### src/hdl/clk_mux_consts.svh
// Constants for the clock source multiplexer bank: offsets, fields, resets, counts.
// Assumes byte addresses on a 12-bit register port with 32-bit data.
`ifndef CLK_MUX_CONSTS_SVH
`define CLK_MUX_CONSTS_SVH

// ==========================================================================
// Register offsets
`define OFS_CLK_TEN_SOURCE_MUX          12'h004
`define OFS_FABRIC_CLK_SOURCE_MUX       12'h024
`define OFS_FABRIC_EXTRA_CLK_SOURCE_MUX 12'h038
`define OFS_CLK_TWO_SOURCE_SWITCH       12'h130
`define OFS_ENGINE_X4_CLK_SOURCE_SWITCH 12'h134
`define OFS_PERIPHERAL_CLK_SOURCE_SWITCH 12'h138
`define OFS_CONVERTER_CLK_SOURCE_SWITCH 12'h13c
`define OFS_POWER_GATING_CLK_SOURCE_SWITCH 12'h140
`define OFS_MUX_BANK_STATUS             12'h200

// ==========================================================================
// Field layout and codes
`define NUM_DOMAINS      8
`define NUM_WIDE_SEL     3
`define SEL_CODE_FAST    2'h0
`define SEL_CODE_SLOW    2'h1
`define SEL_RESET        2'h0
`define STAT_DEAD_LSB    0
`define STAT_PICK_LSB    8
`define STAT_STRAP_BIT   16

// ==========================================================================
// Sampled inputs and timing
`define SIG_HS           0
`define SIG_PAD          1
`define SIG_SLOW         2
`define SIG_STRAP        3
`define STRAP_WAIT       2'h3

`endif

### src/hdl/clk_mux_pkg.sv
// Types shared by the clock source multiplexer bank.
// Assumes the constants header is compiled alongside.
package clk_mux_pkg;

  // ========================================================================
  // Per-domain switch sequencer states, Gray along run -> pick -> run.
  typedef enum logic [1:0] {
    SW_RUN  = 2'h0,
    SW_PICK = 2'h1,
    SW_DEAD = 2'h3
  } sw_state_e;

  typedef logic [1:0] sel_t;

endpackage : clk_mux_pkg

### src/hdl/clock_source_mux_bank.sv
// Bank of clock source multiplexers for eight clock domains, with register port.
// Assumes source clocks arrive as slow levels relative to i_ref_clk and are
// re-timed here; each domain clock leaves as a registered level.
//
// Behaviour
// Strap high at boot makes the fast clock pad the high-speed source.
// With strap active, domains choosing high-speed run from the external fast clock.
// Strap choice is latched once; only system reset clears it.
// Two-bit code 00 gives high-speed or divided clock, 01 gives 32 kHz.
// A reserved two-bit code stops that domain's clock until system reset.
// One-bit switch: 1 selects 32 kHz, 0 high-speed; bits 31:1 read zero.
// Selector at 0x004 uses two-bit coding and drives clock 10.
// Selectors at 0x024 and 0x038 drive fabric clocks 16 and 21.
// Switch at 0x130 selects the source of clock 2.
// Switch at 0x134 selects the source of engine clock 8 X4.
// Switch at 0x138 selects the source of peripheral clock 11.
// Switches at 0x13C and 0x140 select converter clock 19 and gating clock 23.
// Source changes are glitch-free, handing over on low phases of both clocks; a rewrite during the pick can let the picked clock start mid-high.
//
// Our own choice: the address-and-strobe port.
`timescale 1ns/10ps
`default_nettype none
`include "clk_mux_consts.svh"

module clock_source_mux_bank
  import clk_mux_pkg::*;
#(
  parameter int N_DOM = `NUM_DOMAINS,
  parameter int N_WIDE = `NUM_WIDE_SEL
) (
  // Clock and reset
  input  wire logic             i_ref_clk,
  input  wire logic             i_rst,
  // Register port
  input  wire logic [11:0]      i_addr,
  input  wire logic [31:0]      i_wdata,
  input  wire logic             i_wr,
  input  wire logic             i_rd,
  output logic      [31:0]      o_rdata,
  // Clock sources and straps
  input  wire logic             i_hs_clk,
  input  wire logic             i_slow_clk,
  input  wire logic             i_fast_clock_pad,
  input  wire logic             i_boot_strap_pad,
  // Domain clocks and status
  output logic      [N_DOM-1:0] o_domain_clk,
  output logic                  o_strap_active
);

  // ========================================================================
  // State
  typedef struct packed {
    logic [3:0][2:0]                sync;
    logic [3:0]                     lvl;
    logic [1:0]                     strap_cnt;
    logic                           strap_done;
    logic                           strap;
    logic [N_DOM-1:0][1:0]          sel;
    logic [N_DOM-1:0][1:0]          st;
    logic [N_DOM-1:0]               src;
    logic [N_DOM-1:0]               clk_out;
    logic [31:0]                    rdata;
  } state_s;

  state_s s_q;
  state_s s_d;

  // ========================================================================
  // Address decode
  // Index order: 0 clock 10, 1 fabric 16, 2 fabric 21 (two-bit codes), then
  // clock 2, engine 8 X4, clock 11, clock 19, clock 23 (one-bit switches).
  function automatic logic [3:0] dom_lookup(input logic [11:0] a);
    logic [3:0] r;
    r = 4'h0;
    case (a)
      `OFS_CLK_TEN_SOURCE_MUX:             r = 4'h8;
      `OFS_FABRIC_CLK_SOURCE_MUX:          r = 4'h9;
      `OFS_FABRIC_EXTRA_CLK_SOURCE_MUX:    r = 4'ha;
      `OFS_CLK_TWO_SOURCE_SWITCH:          r = 4'hb;
      `OFS_ENGINE_X4_CLK_SOURCE_SWITCH:    r = 4'hc;
      `OFS_PERIPHERAL_CLK_SOURCE_SWITCH:   r = 4'hd;
      `OFS_CONVERTER_CLK_SOURCE_SWITCH:    r = 4'he;
      `OFS_POWER_GATING_CLK_SOURCE_SWITCH: r = 4'hf;
      default:                             r = 4'h0;
    endcase
    return r;
  endfunction : dom_lookup

  function automatic logic is_wide(input int idx);
    return idx < N_WIDE;
  endfunction : is_wide

  // ========================================================================
  // Next state
  logic [3:0]       wr_hit;
  logic [3:0]       rd_hit;
  logic             hs_lvl;
  logic             want;
  logic             old_lvl;
  logic             new_lvl;
  logic [N_DOM-1:0] dead_v;
  logic [N_DOM-1:0] pick_v;

  always_comb begin
    s_d     = s_q;
    wr_hit  = dom_lookup(i_addr);
    rd_hit  = wr_hit;
    hs_lvl  = 1'b0;
    want    = 1'b0;
    old_lvl = 1'b0;
    new_lvl = 1'b0;
    dead_v  = '0;
    pick_v  = '0;

    // Three-stage pin sampling; a level moves once stages two and three agree.
    for (int k = 0; k < 4; k++) begin
      s_d.sync[k] = {s_q.sync[k][1:0], 1'b0};
      if (s_q.sync[k][1] == s_q.sync[k][2]) begin
        s_d.lvl[k] = s_q.sync[k][2];
      end
    end
    s_d.sync[`SIG_HS][0]    = i_hs_clk;
    s_d.sync[`SIG_PAD][0]   = i_fast_clock_pad;
    s_d.sync[`SIG_SLOW][0]  = i_slow_clk;
    s_d.sync[`SIG_STRAP][0] = i_boot_strap_pad;

    // The strap is taken once the sampling chain has refilled after reset,
    // and never again: later pad changes and writes cannot undo it.
    if (!s_q.strap_done) begin
      if (s_q.strap_cnt == `STRAP_WAIT) begin
        s_d.strap_done = 1'b1;
        s_d.strap      = s_d.lvl[`SIG_STRAP];
      end else begin
        s_d.strap_cnt = s_q.strap_cnt + 2'h1;
      end
    end

    // High-speed source is the fast pad while the strap is held.
    hs_lvl = s_q.strap ? s_q.lvl[`SIG_PAD] : s_q.lvl[`SIG_HS];

    // Register writes.
    if (i_wr && wr_hit[3]) begin
      if (is_wide(int'(wr_hit[2:0]))) begin
        s_d.sel[wr_hit[2:0]] = i_wdata[1:0];
      end else begin
        s_d.sel[wr_hit[2:0]] = {1'b0, i_wdata[0]};
      end
    end

    // Per-domain switch sequencers.
    for (int i = 0; i < N_DOM; i++) begin
      want    = s_q.sel[i][0];
      old_lvl = s_q.src[i] ? s_q.lvl[`SIG_SLOW] : hs_lvl;
      new_lvl = want ? s_q.lvl[`SIG_SLOW] : hs_lvl;
      case (s_q.st[i])
        SW_RUN: begin
          s_d.clk_out[i] = old_lvl;
          // Hand over only in the old clock's low phase so no high is cut short.
          if (want != s_q.src[i] && !old_lvl) begin
            s_d.st[i]      = SW_PICK;
            s_d.src[i]     = want;
            s_d.clk_out[i] = 1'b0;
          end
        end
        SW_PICK: begin
          s_d.clk_out[i] = 1'b0;
          // Release on the new clock's low phase so its first high is whole.
          if (!new_lvl) begin
            s_d.st[i] = SW_RUN;
          end
        end
        SW_DEAD: begin
          s_d.clk_out[i] = 1'b0;
        end
        default: begin
          s_d.st[i]      = SW_DEAD;
          s_d.clk_out[i] = 1'b0;
        end
      endcase
      // A reserved code kills the domain; nothing but reset leaves this state.
      if (is_wide(i) && s_q.sel[i][1]) begin
        s_d.st[i]      = SW_DEAD;
        s_d.clk_out[i] = 1'b0;
      end
      dead_v[i] = (s_q.st[i] == SW_DEAD);
      pick_v[i] = (s_q.st[i] == SW_PICK);
    end

    // Register reads; data stand for the one cycle after the strobe.
    s_d.rdata = 32'h0;
    if (i_rd) begin
      if (rd_hit[3]) begin
        s_d.rdata[1:0] = s_q.sel[rd_hit[2:0]];
      end else if (i_addr == `OFS_MUX_BANK_STATUS) begin
        s_d.rdata[`STAT_DEAD_LSB +: N_DOM] = dead_v;
        s_d.rdata[`STAT_PICK_LSB +: N_DOM] = pick_v;
        s_d.rdata[`STAT_STRAP_BIT]         = s_q.strap;
      end
    end
  end

  // ========================================================================
  // Registers
  always_ff @(posedge i_ref_clk) begin
    if (i_rst) begin
      s_q      <= '0;
      s_q.sel  <= {N_DOM{`SEL_RESET}};
      s_q.st   <= {N_DOM{SW_RUN}};
    end else begin
      s_q <= s_d;
    end
  end

  assign o_rdata        = s_q.rdata;
  assign o_domain_clk   = s_q.clk_out;
  assign o_strap_active = s_q.strap;
endmodule : clock_source_mux_bank

`default_nettype wire

### config.mk
export PLATFORM = sky130hd
export DESIGN_NAME = clock_source_mux_bank
export DESIGN_NICKNAME = d
export VERILOG_FILES = /design/src/hdl/clk_mux_pkg.sv /design/src/hdl/clock_source_mux_bank.sv
export VERILOG_INCLUDE_DIRS = /design/src /design/src/hdl
export SDC_FILE = /design/constraint.sdc
export NUM_CORES = 1
export LEC_CHECK = 0
export BUFFER_PORTS_ARGS = -buffer_cell sky130_fd_sc_hd__buf_2
export CAP_MARGIN = 40
export CORE_MARGIN = 5
export CORE_UTILIZATION = 55
export CTS_CLUSTER_SIZE = 14
export DETAILED_ROUTE_END_ITERATION = 8
export GPL_ROUTABILITY_DRIVEN = 1
export PLACE_DENSITY = 0.83
export SLEW_MARGIN = 0
export SYNTH_ARGS = -nofsm -noshare
export SYNTH_HDL_FRONTEND = slang
export SYNTH_SLANG_ARGS = --single-unit
### constraint.sdc
create_clock -name i_ref_clk -period 4.9 [get_ports i_ref_clk]
set_input_delay 0.245 -clock i_ref_clk [delete_from_list [all_inputs] [get_ports i_ref_clk]]
set_output_delay 0.245 -clock i_ref_clk [all_outputs]
set_load 0.05 [all_outputs]
==> impl_metrics.xml <==
<?xml version="1.0" encoding="UTF-8"?>
<metrics>
  <group name="status">
    <metric name="run_status" unit="">complete, no violations</metric>
  </group>
  <group name="layout">
    <metric name="fillers" unit="">616</metric>
    <metric name="antenna_cells_inserted" unit="">0</metric>
    <metric name="final_area" unit="sq um">4065</metric>
    <metric name="multi_input_area" unit="sq um">1802</metric>
    <metric name="areaGrowthSynthToFinish" unit="%">4.469</metric>
    <metric name="final_nets" unit="">483</metric>
    <metric name="seq_area" unit="sq um">1702</metric>
    <metric name="layout-drive-gt1-share" unit="%">19.54</metric>
    <metric name="final_util" unit="%">59.51</metric>
  </group>
  <group name="place">
    <metric name="io_buffers" unit="">47</metric>
    <metric name="place.gp.congestion" unit="">0.8821</metric>
    <metric name="hpwl" unit="um">5222</metric>
    <metric name="dpl-instance-area" unit="sq um">3874</metric>
  </group>
  <group name="synthesis">
    <metric name="synthesis.yosys.warnings" unit="">0</metric>
    <metric name="synth.cell_area" unit="sq um">3891</metric>
    <metric name="synth_sequential_area_ratio" unit="%">43.73</metric>
    <metric name="syn-mean-instance-area" unit="sq um">9.331</metric>
    <metric name="synthArstFlopShare" unit="%">0</metric>
    <metric name="postSynthRegisterBits" unit="">85</metric>
    <metric name="synth-edff-count" unit="">0</metric>
    <metric name="post_synth_inst_count" unit="">417</metric>
    <metric name="synth_cell_type_count" unit="">50</metric>
    <metric name="postSynth.topFlopCell" unit="">dfxtp_1</metric>
  </group>
  <group name="floorplan">
    <metric name="die_h" unit="um">94.11</metric>
    <metric name="die_x" unit="um">94.11</metric>
    <metric name="design.die.area" unit="sq um">8857</metric>
    <metric name="placementRows" unit="">30</metric>
    <metric name="io-pin-count" unit="">93</metric>
    <metric name="start_util" unit="%">56.96</metric>
    <metric name="coreArea" unit="sq um">6832</metric>
  </group>
  <group name="timing">
    <metric name="tightest_slew" unit="ns">0.8961</metric>
    <metric name="fin_setup_tns" unit="ns">0</metric>
    <metric name="final.setup_skew" unit="ns">0.006656</metric>
    <metric name="period_needed" unit="ns">1.869</metric>
    <metric name="final_setup_fails" unit="">0</metric>
    <metric name="max-slew-margin-rel" unit="%">40.18</metric>
    <metric name="max_freq" unit="MHz">535.1</metric>
    <metric name="hold_viol_final" unit="">0</metric>
    <metric name="fin_worst_hold_slack" unit="ns">0.08516</metric>
    <metric name="rsz_0062_raised_after_global_routing" unit="">false</metric>
    <metric name="finalCritPeriodShare" unit="%">38.14</metric>
    <metric name="final_slew_violations" unit="">0</metric>
  </group>
  <group name="setup_path">
    <metric name="worstPathArrival" unit="ns">2.10</metric>
    <metric name="critical_path_source_type" unit="">flop</metric>
    <metric name="cell_by_cell_trace_of_the_critical_path" unit="">nor2b_1, mux4_2, nor3_1, nor2_1</metric>
    <metric name="setup.worst_path.end_class" unit="">flop</metric>
    <metric name="critical_path.slowest_cell" unit="">dfxtp_1</metric>
    <metric name="worstSetupPathType" unit="">flop to flop</metric>
    <metric name="crit_path_max_incr_delay" unit="ns">0.91</metric>
    <metric name="worst-path-max-fanout" unit="">26</metric>
    <metric name="cp.required" unit="ns">5.13</metric>
  </group>
  <group name="drt">
    <metric name="first_iter_violations" unit="">196</metric>
    <metric name="vias" unit="">2923</metric>
    <metric name="route.detailed.drc" unit="">0</metric>
    <metric name="route.detailed.vias_per_inst" unit="">5.505</metric>
    <metric name="wl_per_cell" unit="um">14.35</metric>
    <metric name="routed_wirelength" unit="um">7618</metric>
    <metric name="drtAntennaViolNets" unit="">0</metric>
    <metric name="first_pass_iters" unit="">4</metric>
  </group>
  <group name="global_routing">
    <metric name="antenna_violations_before_repair" unit="">0</metric>
    <metric name="pin_count_of_the_biggest_net_entering_global_routing" unit="">70</metric>
    <metric name="all_layer_global_routing_usage" unit="%">18.32</metric>
    <metric name="globalRoute.totalOverflow" unit="">0</metric>
    <metric name="grt_pass1_vias" unit="">2824</metric>
    <metric name="first_pass_grt_wire_length" unit="um">12870</metric>
  </group>
  <group name="clock_network">
    <metric name="cts-hold-fix-buffers" unit="">0</metric>
    <metric name="cts_root_buffer" unit="">clkbuf_8</metric>
    <metric name="cts_resized" unit="">0</metric>
    <metric name="ctsLongestPathBuffers" unit="">2</metric>
    <metric name="cts_inserted_buffers" unit="">9</metric>
    <metric name="post-cts-setup-buffer-count" unit="">0</metric>
    <metric name="insertion_delay_of_the_later_clocked_pin_in_the_worst_skew_pair" unit="ns">0.36</metric>
    <metric name="cts_htree_levels" unit="">3</metric>
    <metric name="clock_edge_transition_at_the_registers_on_the_reported_setup_and_hold_paths" unit="ns">0.08</metric>
    <metric name="cts_tree" unit="">yes</metric>
    <metric name="numClockSinks" unit="">85</metric>
  </group>
  <group name="hold_path">
    <metric name="hold_path.class" unit="">primary input to flop</metric>
  </group>
  <group name="run">
    <metric name="max_capacitance_violation_total" unit="">0</metric>
  </group>
  <group name="pwr">
    <metric name="ir_worst_vdd" unit="V">0.0002338</metric>
    <metric name="powerDensity" unit="nW/um^2">316.5</metric>
    <metric name="p_leak" unit="uW">0.001660</metric>
  </group>
</metrics>
## metal layers
metal  vias to the layer above  part of all wire (%)  GRT usage [%]
met3                        17                   5.8          5.689
met4                         0                   1.7          7.942
met5                         -                     0              0
met2                        91                    50          30.63
met1                      1376                    42          21.53
li1                       1439                     -              -
## layout by cell type (no fill, tap or decap), drive strengths merged, types with 3 or more instances in the layout
cell,Yosys,layout
dfxtp,85,85
buf,45,48
nor2,46,46
nor2b,32,32
o21ai,29,29
nand2,20,20
nor3,20,20
and3,17,17
a21oi,15,15
mux2i,15,15
conb,1,15
clkbuf,15,10
nand3,9,9
o31ai,8,8
nand4,6,6
nor3b,5,5
nor4b,5,5
a221oi,5,5
nor4,4,4
mux4,3,3
a31o,3,3
clkinv,0,3
## worst max-delay path, delay by kind of cell, from the launching register on
family | cells | cell delay (ns)
simple gates | 3 | 0.33
mux | 1 | 0.49
flops | 1 | 0.91
## cells by family (layout without fill, tap and decap cells)
family	after synthesis	after routing	share of synthesized area, %
and+or+nand+nor	178	178	26.08
DFF	85	85	43.73
AOI/OAI and AO/OA	67	67	11.64
buffers and inverters	62	66	11.32
muxes	19	19	5.884
xor gates and xnor gates	3	3	0.6754
adders and majority gates	2	2	0.5787
other	1	15	0.09637
## stage by stage
stage | power, uW | cells | setup slack, ns
2_1_floorplan | 813.1 | 431 | 2.935
3_5_place_dp | 822.3 | 515 | 2.797
5_1_grt | 1340 | 531 | 2.885
3_3_place_gp | 817.9 | 515 | 2.835
4_1_cts | 1298 | 531 | 3.035
6_report | 1287 | 531 | 3.031
## where the power goes
group / switching [uW] / total [uW] / leakage, uW / internal (uW)
combinational: 69.0 / 96.9 / 0.000881 / 27.8
sequential: 6.72 / 709 / 0.000687 / 703
clock: 246 / 480 / 0.0000923 / 234
total: 322 / 1290 / 0.00166 / 965
## sequential cells by signal, summed over array words and instances (netlist names), named ones only
register	count
o_domain_clk	8
o_rdata	17
o_strap_active	1
s_d	8
s_q	43
## layout make-up
class | instances | share of cell area (%)
Multi-Input combinational cell | 284 | 44.32
Sequential cell | 85 | 41.86
Timing Repair Buffer | 48 | 5.971
Clock buffer | 10 | 3.139
Tap cell | 96 | 2.955
Clock inverter | 6 | 1.570
Inverter | 2 | 0.1847
## Yosys cell counts, types with 2 or more instances
master / n / area (sq um)
nor3_1: 17 / 85.08
buf_4: 40 / 300.3
a221oi_1: 5 / 43.79
buf_6: 5 / 56.30
and2_1: 2 / 12.51
or3_4: 2 / 22.52
nor2_1: 46 / 172.7
and4_1: 2 / 17.52
inv_1: 2 / 7.510
and3b_1: 2 / 17.52
o31ai_1: 8 / 60.06
nor4_4: 2 / 42.54
a21oi_1: 15 / 75.07
and3_1: 17 / 106.4
nor2b_1: 32 / 200.2
nor3_2: 3 / 30.03
or2_2: 2 / 12.51
a31o_2: 2 / 17.52
mux4_2: 3 / 67.56
mux2i_1: 15 / 150.1
nor4b_1: 5 / 43.79
o21ai_1: 4 / 20.02
xor2_1: 2 / 17.52
clkbuf_1: 13 / 48.80
nor3b_1: 5 / 37.54
nand2_1: 20 / 75.07
o21ai_0: 24 / 120.1
dfxtp_1: 85 / 1702
nand3_1: 9 / 45.04
clkbuf_8: 2 / 27.53
nand4_1: 6 / 37.54
nor4_1: 2 / 12.51
## final timing paths
path / from / cells after the start / to / slack (ns)
worst max register to register: s_q[86]$_SDFFE_PP0N_ / 4 / s_q[48]$_SDFFE_PP0P_ / 3.03
worst min-delay path: i_boot_strap_pad / 2 / s_d[98]$_SDFF_PP0_ / 0.09
worst min register to register: s_d[92]$_SDFF_PP0_ / 1 / s_d[93]$_SDFF_PP0_ / 0.44
worst max-delay path: s_q[86]$_SDFFE_PP0N_ / 4 / s_q[48]$_SDFFE_PP0P_ / 3.03
No activity file was read; power rests on OpenSTA's default activity.
